$ cat src/pkg/spbu_pkg.sv
// Package for the status, protection and bank unit
// Functional notes
// Status word is 16 bits; bit 15 is the privileged-mode flag.
// Bit 14 lets fixed-point conditions raise internal interrupts.
// Bit 13 lets floating-point conditions raise internal interrupts.
// Bit 12 enables protection checks; clear means no checks.
// Bits 6..4 hold priority; bits 11..7 reserved, read zero.
// Bit 3 set on carry out of a result, else cleared.
// Bit 2 copies the result's most significant bit.
// Bit 1 set when result nonzero, cleared when zero.
// Bit 0 set when result overflowed, else cleared.
// Unprivileged device-register access or system instruction raises internal interrupt.
// Protection fitted and enabled: protected access raises internal interrupt.
// 32768 words as 128 blocks of 256, each read, write, detect bits.
// Any word written in a block sets its write-detect bit.
// Protect bits may be set only in privileged mode.
// Protection checks stay active in privileged mode.
// Checks apply to processor accesses only; DMA never blocked.
// Logical block is eight consecutive protection blocks, 2048 words.
// Priority 1,2,5,7 select banks 0,1,2,3.
// Each bank holds sixteen 16-bit registers; up to three extra banks.
// General register 15 is the system stack pointer.
// External request accepted only if level exceeds current priority.
// Unmapped priorities and missing banks select bank 0.
// Protected read or write is suppressed and flagged as violation.
package spbu_pkg;
  // ----------------------------------------
  // Status word fields
  // ----------------------------------------
  localparam int PSW_PRIV = 15;
  localparam int PSW_FIXIE = 14;
  localparam int PSW_FLTIE = 13;
  localparam int PSW_PROT = 12;
  localparam int PSW_PRI_LO = 4;
  localparam int PSW_LINK = 3;
  localparam int PSW_MOST = 2;
  localparam int PSW_NZ = 1;
  localparam int PSW_OVF = 0;
  localparam logic [15:0] PSW_RESET = 16'h8010;
  localparam logic [15:0] PSW_WMASK = 16'hf07f;
  localparam logic [15:0] PC_RESET = 16'h0000;
  // ----------------------------------------
  // Protection geometry
  // ----------------------------------------
  localparam int BLK_BITS = 7;
  localparam int BLK_SHIFT = 8;
  localparam int LBLK_SHIFT = 3;
  localparam int WADDR_BITS = 15;
  // ----------------------------------------
  // Register port map
  // ----------------------------------------
  localparam logic [7:0] REG_PSW = 8'h00;
  localparam logic [7:0] REG_PC = 8'h01;
  localparam logic [7:0] REG_BLKSEL = 8'h02;
  localparam logic [7:0] REG_BLKBITS = 8'h03;
  localparam logic [7:0] REG_VIOL = 8'h04;
  localparam logic [7:0] REG_GPR_BASE = 8'h10;
  localparam int BIT_RP = 0;
  localparam int BIT_WP = 1;
  localparam int BIT_WD = 2;
  localparam int SP_REG = 15;
  // ----------------------------------------
  // Carriers
  // ----------------------------------------
  typedef struct packed {
    logic valid;
    logic write;
    logic dma;
    logic [14:0] addr;
  } spbu_access_t;
  typedef struct packed {
    logic load;
    logic carry;
    logic ovf;
    logic fix_cond;
    logic flt_cond;
    logic [15:0] value;
  } spbu_result_t;
  typedef struct packed {
    logic priv;
    logic prot;
    logic fixed;
    logic flt;
  } spbu_irq_t;
endpackage

$ cat src/spbu_top.sv
// Status word, program counter, memory protection and register banks
//
// Decided for this implementation: the strobed register port and the placing of the registers.
`timescale 1ns/1ps
module spbu_top #(
  parameter int NUM_BANKS = 4,
  parameter bit PROT_FITTED = 1'b1
) (
  // Clock and reset
  input wire logic clock_in,
  input wire logic sys_rst_in,
  input wire logic clk_en_in,
  // Register port
  input wire logic [7:0] reg_addr_in,
  input wire logic [15:0] reg_wdata_in,
  input wire logic reg_wr_in,
  input wire logic reg_rd_in,
  output logic [15:0] reg_rdata_out,
  // Execution path
  input wire spbu_pkg::spbu_access_t access_in,
  input wire logic dev_access_in,
  input wire logic sys_instr_in,
  input wire spbu_pkg::spbu_result_t result_in,
  input wire logic pc_load_in,
  input wire logic [15:0] pc_value_in,
  input wire logic psw_load_in,
  input wire logic [15:0] psw_value_in,
  input wire logic [2:0] ext_level_in,
  // Register bank read port
  input wire logic [3:0] gpr_sel_in,
  output logic [15:0] gpr_rdata_out,
  // Results
  output logic access_ok_out,
  output logic ext_accept_out,
  output logic [1:0] bank_out,
  output logic [15:0] psw_out,
  output logic [15:0] pc_out,
  output logic [15:0] stack_ptr_out,
  output spbu_pkg::spbu_irq_t irq_out
);
  // ----------------------------------------
  // Helpers
  // ----------------------------------------
  function automatic logic [1:0] bank_of(input logic [2:0] pri);
    logic [1:0] b;
    b = 2'h0;
    unique case (pri)
      3'h2: b = 2'h1;
      3'h5: b = 2'h2;
      3'h7: b = 2'h3;
      default: b = 2'h0;
    endcase
    if (int'(b) >= NUM_BANKS) begin
      b = 2'h0;
    end
    return b;
  endfunction

  logic [15:0] psw;
  logic [15:0] pc;
  logic [2:0] blk_rp [128];
  logic [6:0] blk_sel;
  logic [15:0] gpr [NUM_BANKS*16];
  logic [1:0] bank;
  logic [2:0] pri;
  logic [6:0] acc_blk;
  logic check_on;
  logic viol;
  logic [15:0] next_psw;
  logic [15:0] viol_count;

  localparam int PSW_PRI_HI = spbu_pkg::PSW_PRI_LO + 2;
  logic [3:0] acc_lblk;
  assign pri = psw[PSW_PRI_HI:spbu_pkg::PSW_PRI_LO];
  assign bank = bank_of(pri); // see
  assign acc_blk = access_in.addr[spbu_pkg::WADDR_BITS-1:spbu_pkg::BLK_SHIFT];
  // Logical block groups eight protection blocks
  assign acc_lblk = acc_blk[6:spbu_pkg::LBLK_SHIFT];
  // DMA bypasses the check; privilege does not
  assign check_on = PROT_FITTED && psw[spbu_pkg::PSW_PROT] && access_in.valid && !access_in.dma; // see see
  assign viol = check_on && (access_in.write ? blk_rp[acc_blk][spbu_pkg::BIT_WP]
                                             : blk_rp[acc_blk][spbu_pkg::BIT_RP]);
  assign access_ok_out = access_in.valid && !viol;
  assign ext_accept_out = ext_level_in > pri;
  assign bank_out = bank;
  assign psw_out = psw;
  assign pc_out = pc;

  // ----------------------------------------
  // Status word
  // ----------------------------------------
  always_comb begin
    next_psw = psw;
    if (psw_load_in) begin
      next_psw = psw_value_in & spbu_pkg::PSW_WMASK;
    end else if (reg_wr_in && reg_addr_in == spbu_pkg::REG_PSW) begin
      next_psw = reg_wdata_in & spbu_pkg::PSW_WMASK;
    end
    if (result_in.load) begin
      next_psw[spbu_pkg::PSW_LINK] = result_in.carry;
      next_psw[spbu_pkg::PSW_MOST] = result_in.value[15];
      next_psw[spbu_pkg::PSW_NZ] = |result_in.value;
      next_psw[spbu_pkg::PSW_OVF] = result_in.ovf;
    end
  end

  always_ff @(posedge clock_in or posedge sys_rst_in) begin
    if (sys_rst_in) begin
      psw <= spbu_pkg::PSW_RESET;
    end else if (clk_en_in) begin
      psw <= next_psw;
    end
  end

  // ----------------------------------------
  // Program counter
  // ----------------------------------------
  always_ff @(posedge clock_in or posedge sys_rst_in) begin
    if (sys_rst_in) begin
      pc <= spbu_pkg::PC_RESET;
    end else if (clk_en_in) begin
      if (pc_load_in) begin
        pc <= pc_value_in;
      end else if (reg_wr_in && reg_addr_in == spbu_pkg::REG_PC) begin
        pc <= reg_wdata_in;
      end
    end
  end

  // ----------------------------------------
  // Internal interrupt requests
  // ----------------------------------------
  always_ff @(posedge clock_in or posedge sys_rst_in) begin
    if (sys_rst_in) begin
      irq_out <= '0;
    end else if (clk_en_in) begin
      irq_out.priv <= !psw[spbu_pkg::PSW_PRIV] && (dev_access_in || sys_instr_in);
      irq_out.prot <= viol;
      irq_out.fixed <= psw[spbu_pkg::PSW_FIXIE] && result_in.load && result_in.fix_cond;
      irq_out.flt <= psw[spbu_pkg::PSW_FLTIE] && result_in.load && result_in.flt_cond;
    end
  end

  // ----------------------------------------
  // Block protection bits
  // ----------------------------------------
  always_ff @(posedge clock_in or posedge sys_rst_in) begin
    if (sys_rst_in) begin
      blk_sel <= 7'h00;
    end else if (clk_en_in && reg_wr_in && reg_addr_in == spbu_pkg::REG_BLKSEL) begin
      blk_sel <= reg_wdata_in[6:0];
    end
  end

  // Clearing detect by software loses to a same-cycle write hit
  always_ff @(posedge clock_in or posedge sys_rst_in) begin
    if (sys_rst_in) begin
      for (int i = 0; i < 128; i++) begin
        blk_rp[i] <= 3'h0;
      end
    end else if (clk_en_in) begin
      if (reg_wr_in && reg_addr_in == spbu_pkg::REG_BLKBITS) begin
        blk_rp[blk_sel][spbu_pkg::BIT_WD] <= reg_wdata_in[spbu_pkg::BIT_WD];
        if (psw[spbu_pkg::PSW_PRIV]) begin
          blk_rp[blk_sel][1:0] <= reg_wdata_in[1:0];
        end
      end
      if (access_in.valid && access_in.write && !viol) begin
        blk_rp[acc_blk][spbu_pkg::BIT_WD] <= 1'b1;
      end
    end
  end

  always_ff @(posedge clock_in or posedge sys_rst_in) begin
    if (sys_rst_in) begin
      viol_count <= 16'h0000;
    end else if (clk_en_in && viol) begin
      viol_count <= viol_count + 16'h0001;
    end
  end

  // ----------------------------------------
  // General register banks
  // ----------------------------------------
  // Register file written only over the register port
  always_ff @(posedge clock_in or posedge sys_rst_in) begin
    if (sys_rst_in) begin
      for (int i = 0; i < NUM_BANKS*16; i++) begin
        gpr[i] <= 16'h0000;
      end
    end else if (clk_en_in && reg_wr_in && reg_addr_in[7:4] == spbu_pkg::REG_GPR_BASE[7:4]) begin
      gpr[{bank, reg_addr_in[3:0]}] <= reg_wdata_in;
    end
  end

  always_ff @(posedge clock_in or posedge sys_rst_in) begin
    if (sys_rst_in) begin
      gpr_rdata_out <= 16'h0000;
      stack_ptr_out <= 16'h0000;
    end else if (clk_en_in) begin
      gpr_rdata_out <= gpr[{bank, gpr_sel_in}];
      stack_ptr_out <= gpr[{bank, 4'(spbu_pkg::SP_REG)}];
    end
  end

  // ----------------------------------------
  // Register read port
  // ----------------------------------------
  always_ff @(posedge clock_in or posedge sys_rst_in) begin
    if (sys_rst_in) begin
      reg_rdata_out <= 16'h0000;
    end else if (clk_en_in) begin
      reg_rdata_out <= 16'h0000;
      if (reg_rd_in) begin
        if (reg_addr_in[7:4] == spbu_pkg::REG_GPR_BASE[7:4]) begin
          reg_rdata_out <= gpr[{bank, reg_addr_in[3:0]}];
        end else begin
          unique case (reg_addr_in)
            spbu_pkg::REG_PSW: reg_rdata_out <= psw;
            spbu_pkg::REG_PC: reg_rdata_out <= pc;
            spbu_pkg::REG_BLKSEL: reg_rdata_out <= {9'h000, blk_sel};
            spbu_pkg::REG_BLKBITS: reg_rdata_out <= {13'h0, blk_rp[blk_sel]};
            spbu_pkg::REG_VIOL: reg_rdata_out <= viol_count;
            default: reg_rdata_out <= 16'h0000;
          endcase
        end
      end
    end
  end

  // ----------------------------------------
  // Checks
  // ----------------------------------------
  a_reserved_zero: assert property (@(posedge clock_in) disable iff (sys_rst_in)
    psw[11:7] == 5'h00) else $error("reserved status bits set");
  a_nz_flag: assert property (@(posedge clock_in) disable iff (sys_rst_in)
    clk_en_in && result_in.load |=> psw[1] == ($past(result_in.value) != 16'h0000))
    else $error("nonzero flag wrong");
  a_most_flag: assert property (@(posedge clock_in) disable iff (sys_rst_in)
    clk_en_in && result_in.load |=> psw[2] == $past(result_in.value[15])) else $error("most flag wrong");
  a_priv_irq: assert property (@(posedge clock_in) disable iff (sys_rst_in)
    clk_en_in && !psw[15] && sys_instr_in |=> irq_out.priv) else $error("privilege trap missed");
  a_prot_off: assert property (@(posedge clock_in) disable iff (sys_rst_in)
    !psw[12] |-> access_ok_out == access_in.valid) else $error("check active while disabled");
  a_dma_pass: assert property (@(posedge clock_in) disable iff (sys_rst_in)
    access_in.valid && access_in.dma |-> access_ok_out) else $error("dma blocked");
  a_detect_set: assert property (@(posedge clock_in) disable iff (sys_rst_in)
    clk_en_in && access_in.valid && access_in.write && access_ok_out
    |=> blk_rp[$past(acc_blk)][2]) else $error("write detect not set");
  a_bank_map: assert property (@(posedge clock_in) disable iff (sys_rst_in)
    pri == 3'h7 && NUM_BANKS == 4 |-> bank_out == 2'h3) else $error("bank select wrong");
  a_ext_accept: assert property (@(posedge clock_in) disable iff (sys_rst_in)
    ext_accept_out |-> ext_level_in > psw[6:4]) else $error("external accept wrong");
  a_lblk_group: assert property (@(posedge clock_in) disable iff (sys_rst_in)
    access_in.valid |-> acc_lblk == access_in.addr[14:11]) else $error("logical block wrong");
endmodule

$ cat config.mk
export PLATFORM = sky130hd
export DESIGN_NAME = spbu_top
export DESIGN_NICKNAME = d
export VERILOG_FILES = /design/src/pkg/spbu_pkg.sv /design/src/spbu_top.sv
export SDC_FILE = /design/constraint.sdc
export NUM_CORES = 2
export LEC_CHECK = 0
export BUFFER_PORTS_ARGS = -buffer_cell sky130_fd_sc_hd__clkbuf_2
export CORE_ASPECT_RATIO = 0.8
export CORE_UTILIZATION = 30
export CTS_BUF_LIST = sky130_fd_sc_hd__clkbuf_2 sky130_fd_sc_hd__clkbuf_4 sky130_fd_sc_hd__clkbuf_8
export CTS_CLUSTER_DIAMETER = 120
export DETAILED_ROUTE_END_ITERATION = 6
export GPL_ROUTABILITY_DRIVEN = 0
export SKIP_LAST_GASP = 1
export SLEW_MARGIN = 20
export SYNTH_ARGS = -nofsm -noshare
export SYNTH_HDL_FRONTEND = slang
export SYNTH_SLANG_ARGS = --single-unit
export TNS_END_PERCENT = 5
$ cat constraint.sdc
create_clock -name clock_in -period 55 [get_ports clock_in]
set_clock_uncertainty 0.15 [all_clocks]
set_input_delay 5.5 -clock clock_in [delete_from_list [all_inputs] [get_ports clock_in]]
set_output_delay 5.5 -clock clock_in [all_outputs]
set_load 0.02 [all_outputs]
==> results.txt <==
Seq/Total Area, Yosys: 46.1%
Hold Fails Final Rpt: 0
Final setup vio count: 0
Share of the synthesized area in the top cell type: 46.1%
Count of unique library cells instantiated by Yosys: 73
Cells after Synth: 6071
Mapped cell area: 81900 sq um
Most frequent cells in the layout: dfrtp_1, mux2_2, mux4_2, nor2_1, clkbuf_8
Arrival @ worst endpoint: 10130 ps
Hold Path Cell Cnt: 1
Pleak: 0.0408 uW
Die W: 586 microns
Max-Cap Viols: 0
Max Slew Vio Count: 0
1st-iter DRT viols: 7107
Worst-path clk slew: 50 ps
EDFF count, synth: 0
I/O pin total: 199
Internal power: 1890 uW
Commonest non-fill, non-tap cell in the layout: dfrtp_1
# hold bufs at CTS: 0
Initial antenna violation count: 14
Total power: 2580 uW
Post-cts repair resize count: 0
Fillcell total: 26200
RSZ-0062 raised after global routing: no
Relative slew slack: 15.2%
Vias in the first global route: 58500
Period minus WS final: 15780 ps
Ratio of cells with drive above 1 in the final layout: 46.8%
Worst reg2reg setup slack: 48710 ps
Worst R2R Start: psw_out[6]$_DFFE_PP0P_
CTS tree: built
DP HPWL: 170 mm
Largest net degree at the start of global routing: 185
CTS sink cnt: 1510
CP endpoint kind: output port
Die ar.: 275000 sq um
Worst VDD drop: 26.6 uV
Area delta synth->final: 13.1%
Gr usage total: 20.1%
Worst skew pair latency: 1070 ps
Main flop type after synthesis: dfrtp_1
Routed len/inst: 28.3 microns
Hold Path Class: flip-flop to flip-flop
Status: complete, but fails checks
Final worst path period share: 28.7%
GRT overflow: 0
Clk network pwr share: 45.0%
NetSw: 692 uW
Ys async rst share: 100%
Startpoint Class: primary input
Port bufs: 180
Via Count: 58400
Net Sw Frac: 26.9%
H-tree levels: 5
Vias per inst: 5.87
Data required, critical path: 49350 ps
Type of the worst setup path: primary input to output port
Worst-Margin Slew: 1270 ps
TNS Setup: 0 ps
Layout net count: 6227
Die height: 469 microns
Critical path launch point: access_in[9]
Starting Density: 30.2%
Pre-antenna DRT Iters: 7
Setup bufs post-CTS: 0
R2R depth: 14
Avg Cell Area, Syn: 13.5 sq um
Num CTS Buffers: 287
Core region area: 272000 sq um
Global-route wire length before repair: 411 mm
Top post-synthesis cells by area: dfrtp_1, mux4_2, mux2_2
Clk buf depth: 4
Sequential share of power: 45.1%
Root Buffer: clkbuf_8
Residual DRC: 59
Max FO, Critical Path: 49
Rows: 171
Failing checks: DRC
Seq cells post-synth: 1510
Comb power frac: 9.9%
Fmax: 63.4 MHz
Syn. warnings: 0
Antenna violation net count after detailed routing: 0
Final WL: 282 mm
Worst Hold Launch: viol_count[15]$_DFFE_PP0P_
Cell taking the most area after synthesis: dfrtp_1
Cell area power density: 27.8 nW/um^2
[registers in the layout, indices dropped and copies added, names as in the netlist]
| signal | count |
|---|---|
| gpr | 1024 |
| blk_rp | 384 |
| gpr_rdata_out | 16 |
| pc_out | 16 |
| reg_rdata_out | 16 |
| stack_ptr_out | 16 |
| viol_count | 16 |
| psw_out | 11 |
| blk_sel | 7 |
| irq_out | 4 |
[worst paths after layout]
kind                                                end
max reg2reg                reg_rdata_out[3]$_DFFE_PP0P_
min                          viol_count[15]$_DFFE_PP0P_
max in group asynchronous          gpr[792]$_DFFE_PP0P_
max                                       access_ok_out
min reg2reg                  viol_count[15]$_DFFE_PP0P_
min in group asynchronous         pc_out[7]$_DFFE_PP0P_
[synthesized netlist by cell type (21+ instances only)]
cell      count
buf_2        39
nand3_1     153
mux2i_1     134
a221oi_1     65
a22oi_1      85
a41oi_1      55
a31oi_1      73
inv_1        21
o21ai_0     175
buf_1        72
o211ai_1     26
clkbuf_1    482
nor2b_1      24
a22o_1       31
nand4_1      24
mux4_2      691
mux2_2     1345
dfrtp_1    1508
nor2_1      449
a21oi_1     100
nor3_1       22
nand2_1     256
[worst max-delay path, cell delays in order]
cell and delay (ps):
clkbuf_2 210, buf_4 630, mux4_2 580, mux2_2 310
a221oi_1 710, o41ai_1 200, nor4_1 390, nand3b_1 420
a31oi_4 280, buf_4 450, clkbuf_2 340
[power by group through the flow]
stage	sequential (uW)	combinational [uW]	clock [uW]
2_1_floorplan	1180	163	0
3_3_place_gp	1180	249	0
3_5_place_dp	1180	253	0
4_1_cts	1160	253	1180
5_1_grt	1170	272	1230
6_report	1160	255	1160
[layout make-up]
type                            instances  area [sq um]  area share (%)
Clock inverter                         42           360           0.389
Inverter                               22          90.1          0.0972
Clock buffer                          444          5560            6.00
Tap cell                             3633          4550            4.91
Sequential cell                      1510         37800            40.8
Timing Repair Buffer                  355          2400            2.59
Multi-Input combinational cell       3936         41900            45.2
Antenna cell                            3          7.51         0.00810
[routing by layer]
metal  vias up  wire length [microns]  global-route usage (%)  part of all wire [%]
li1      23500                      -                       -                     -
met1     30800                 118000                    28.4                    42
met2      3442                 121000                    28.7                    43
met3       643                  33200                    6.37                    12
met4         6                   9710                    7.13                   3.4
met5         -                     34                       0                 0.012
[kinds of logic after synthesis]
group,synth area share (%)
buffers and inverters,3.02
DFF,46.1
adders and majority gates,0.0611
other,0.00458
muxes,39.1
AOI/OAI and AO/OA,6.17
and+or+nand+nor,5.32
xor gates and xnor gates,0.160
[metrics by stage]
step | hold WS [ps] | cells | area [sq um] | setup slack [ps] | utilization (%)
after floorplan | 296 | 6075 | 81900 | 6760 | -
after global placement | 314 | 9454 | 86700 | 39480 | 31.9
after detailed placement | 316 | 9454 | 86700 | 39420 | 31.9
after CTS | 323 | 9940 | 92600 | 39410 | 34.1
after global routing | 339 | 9945 | 92700 | 39240 | 34.1
final | 323 | 9945 | 92700 | 39220 | 34.1
No activity file was read; power rests on OpenSTA's default activity.
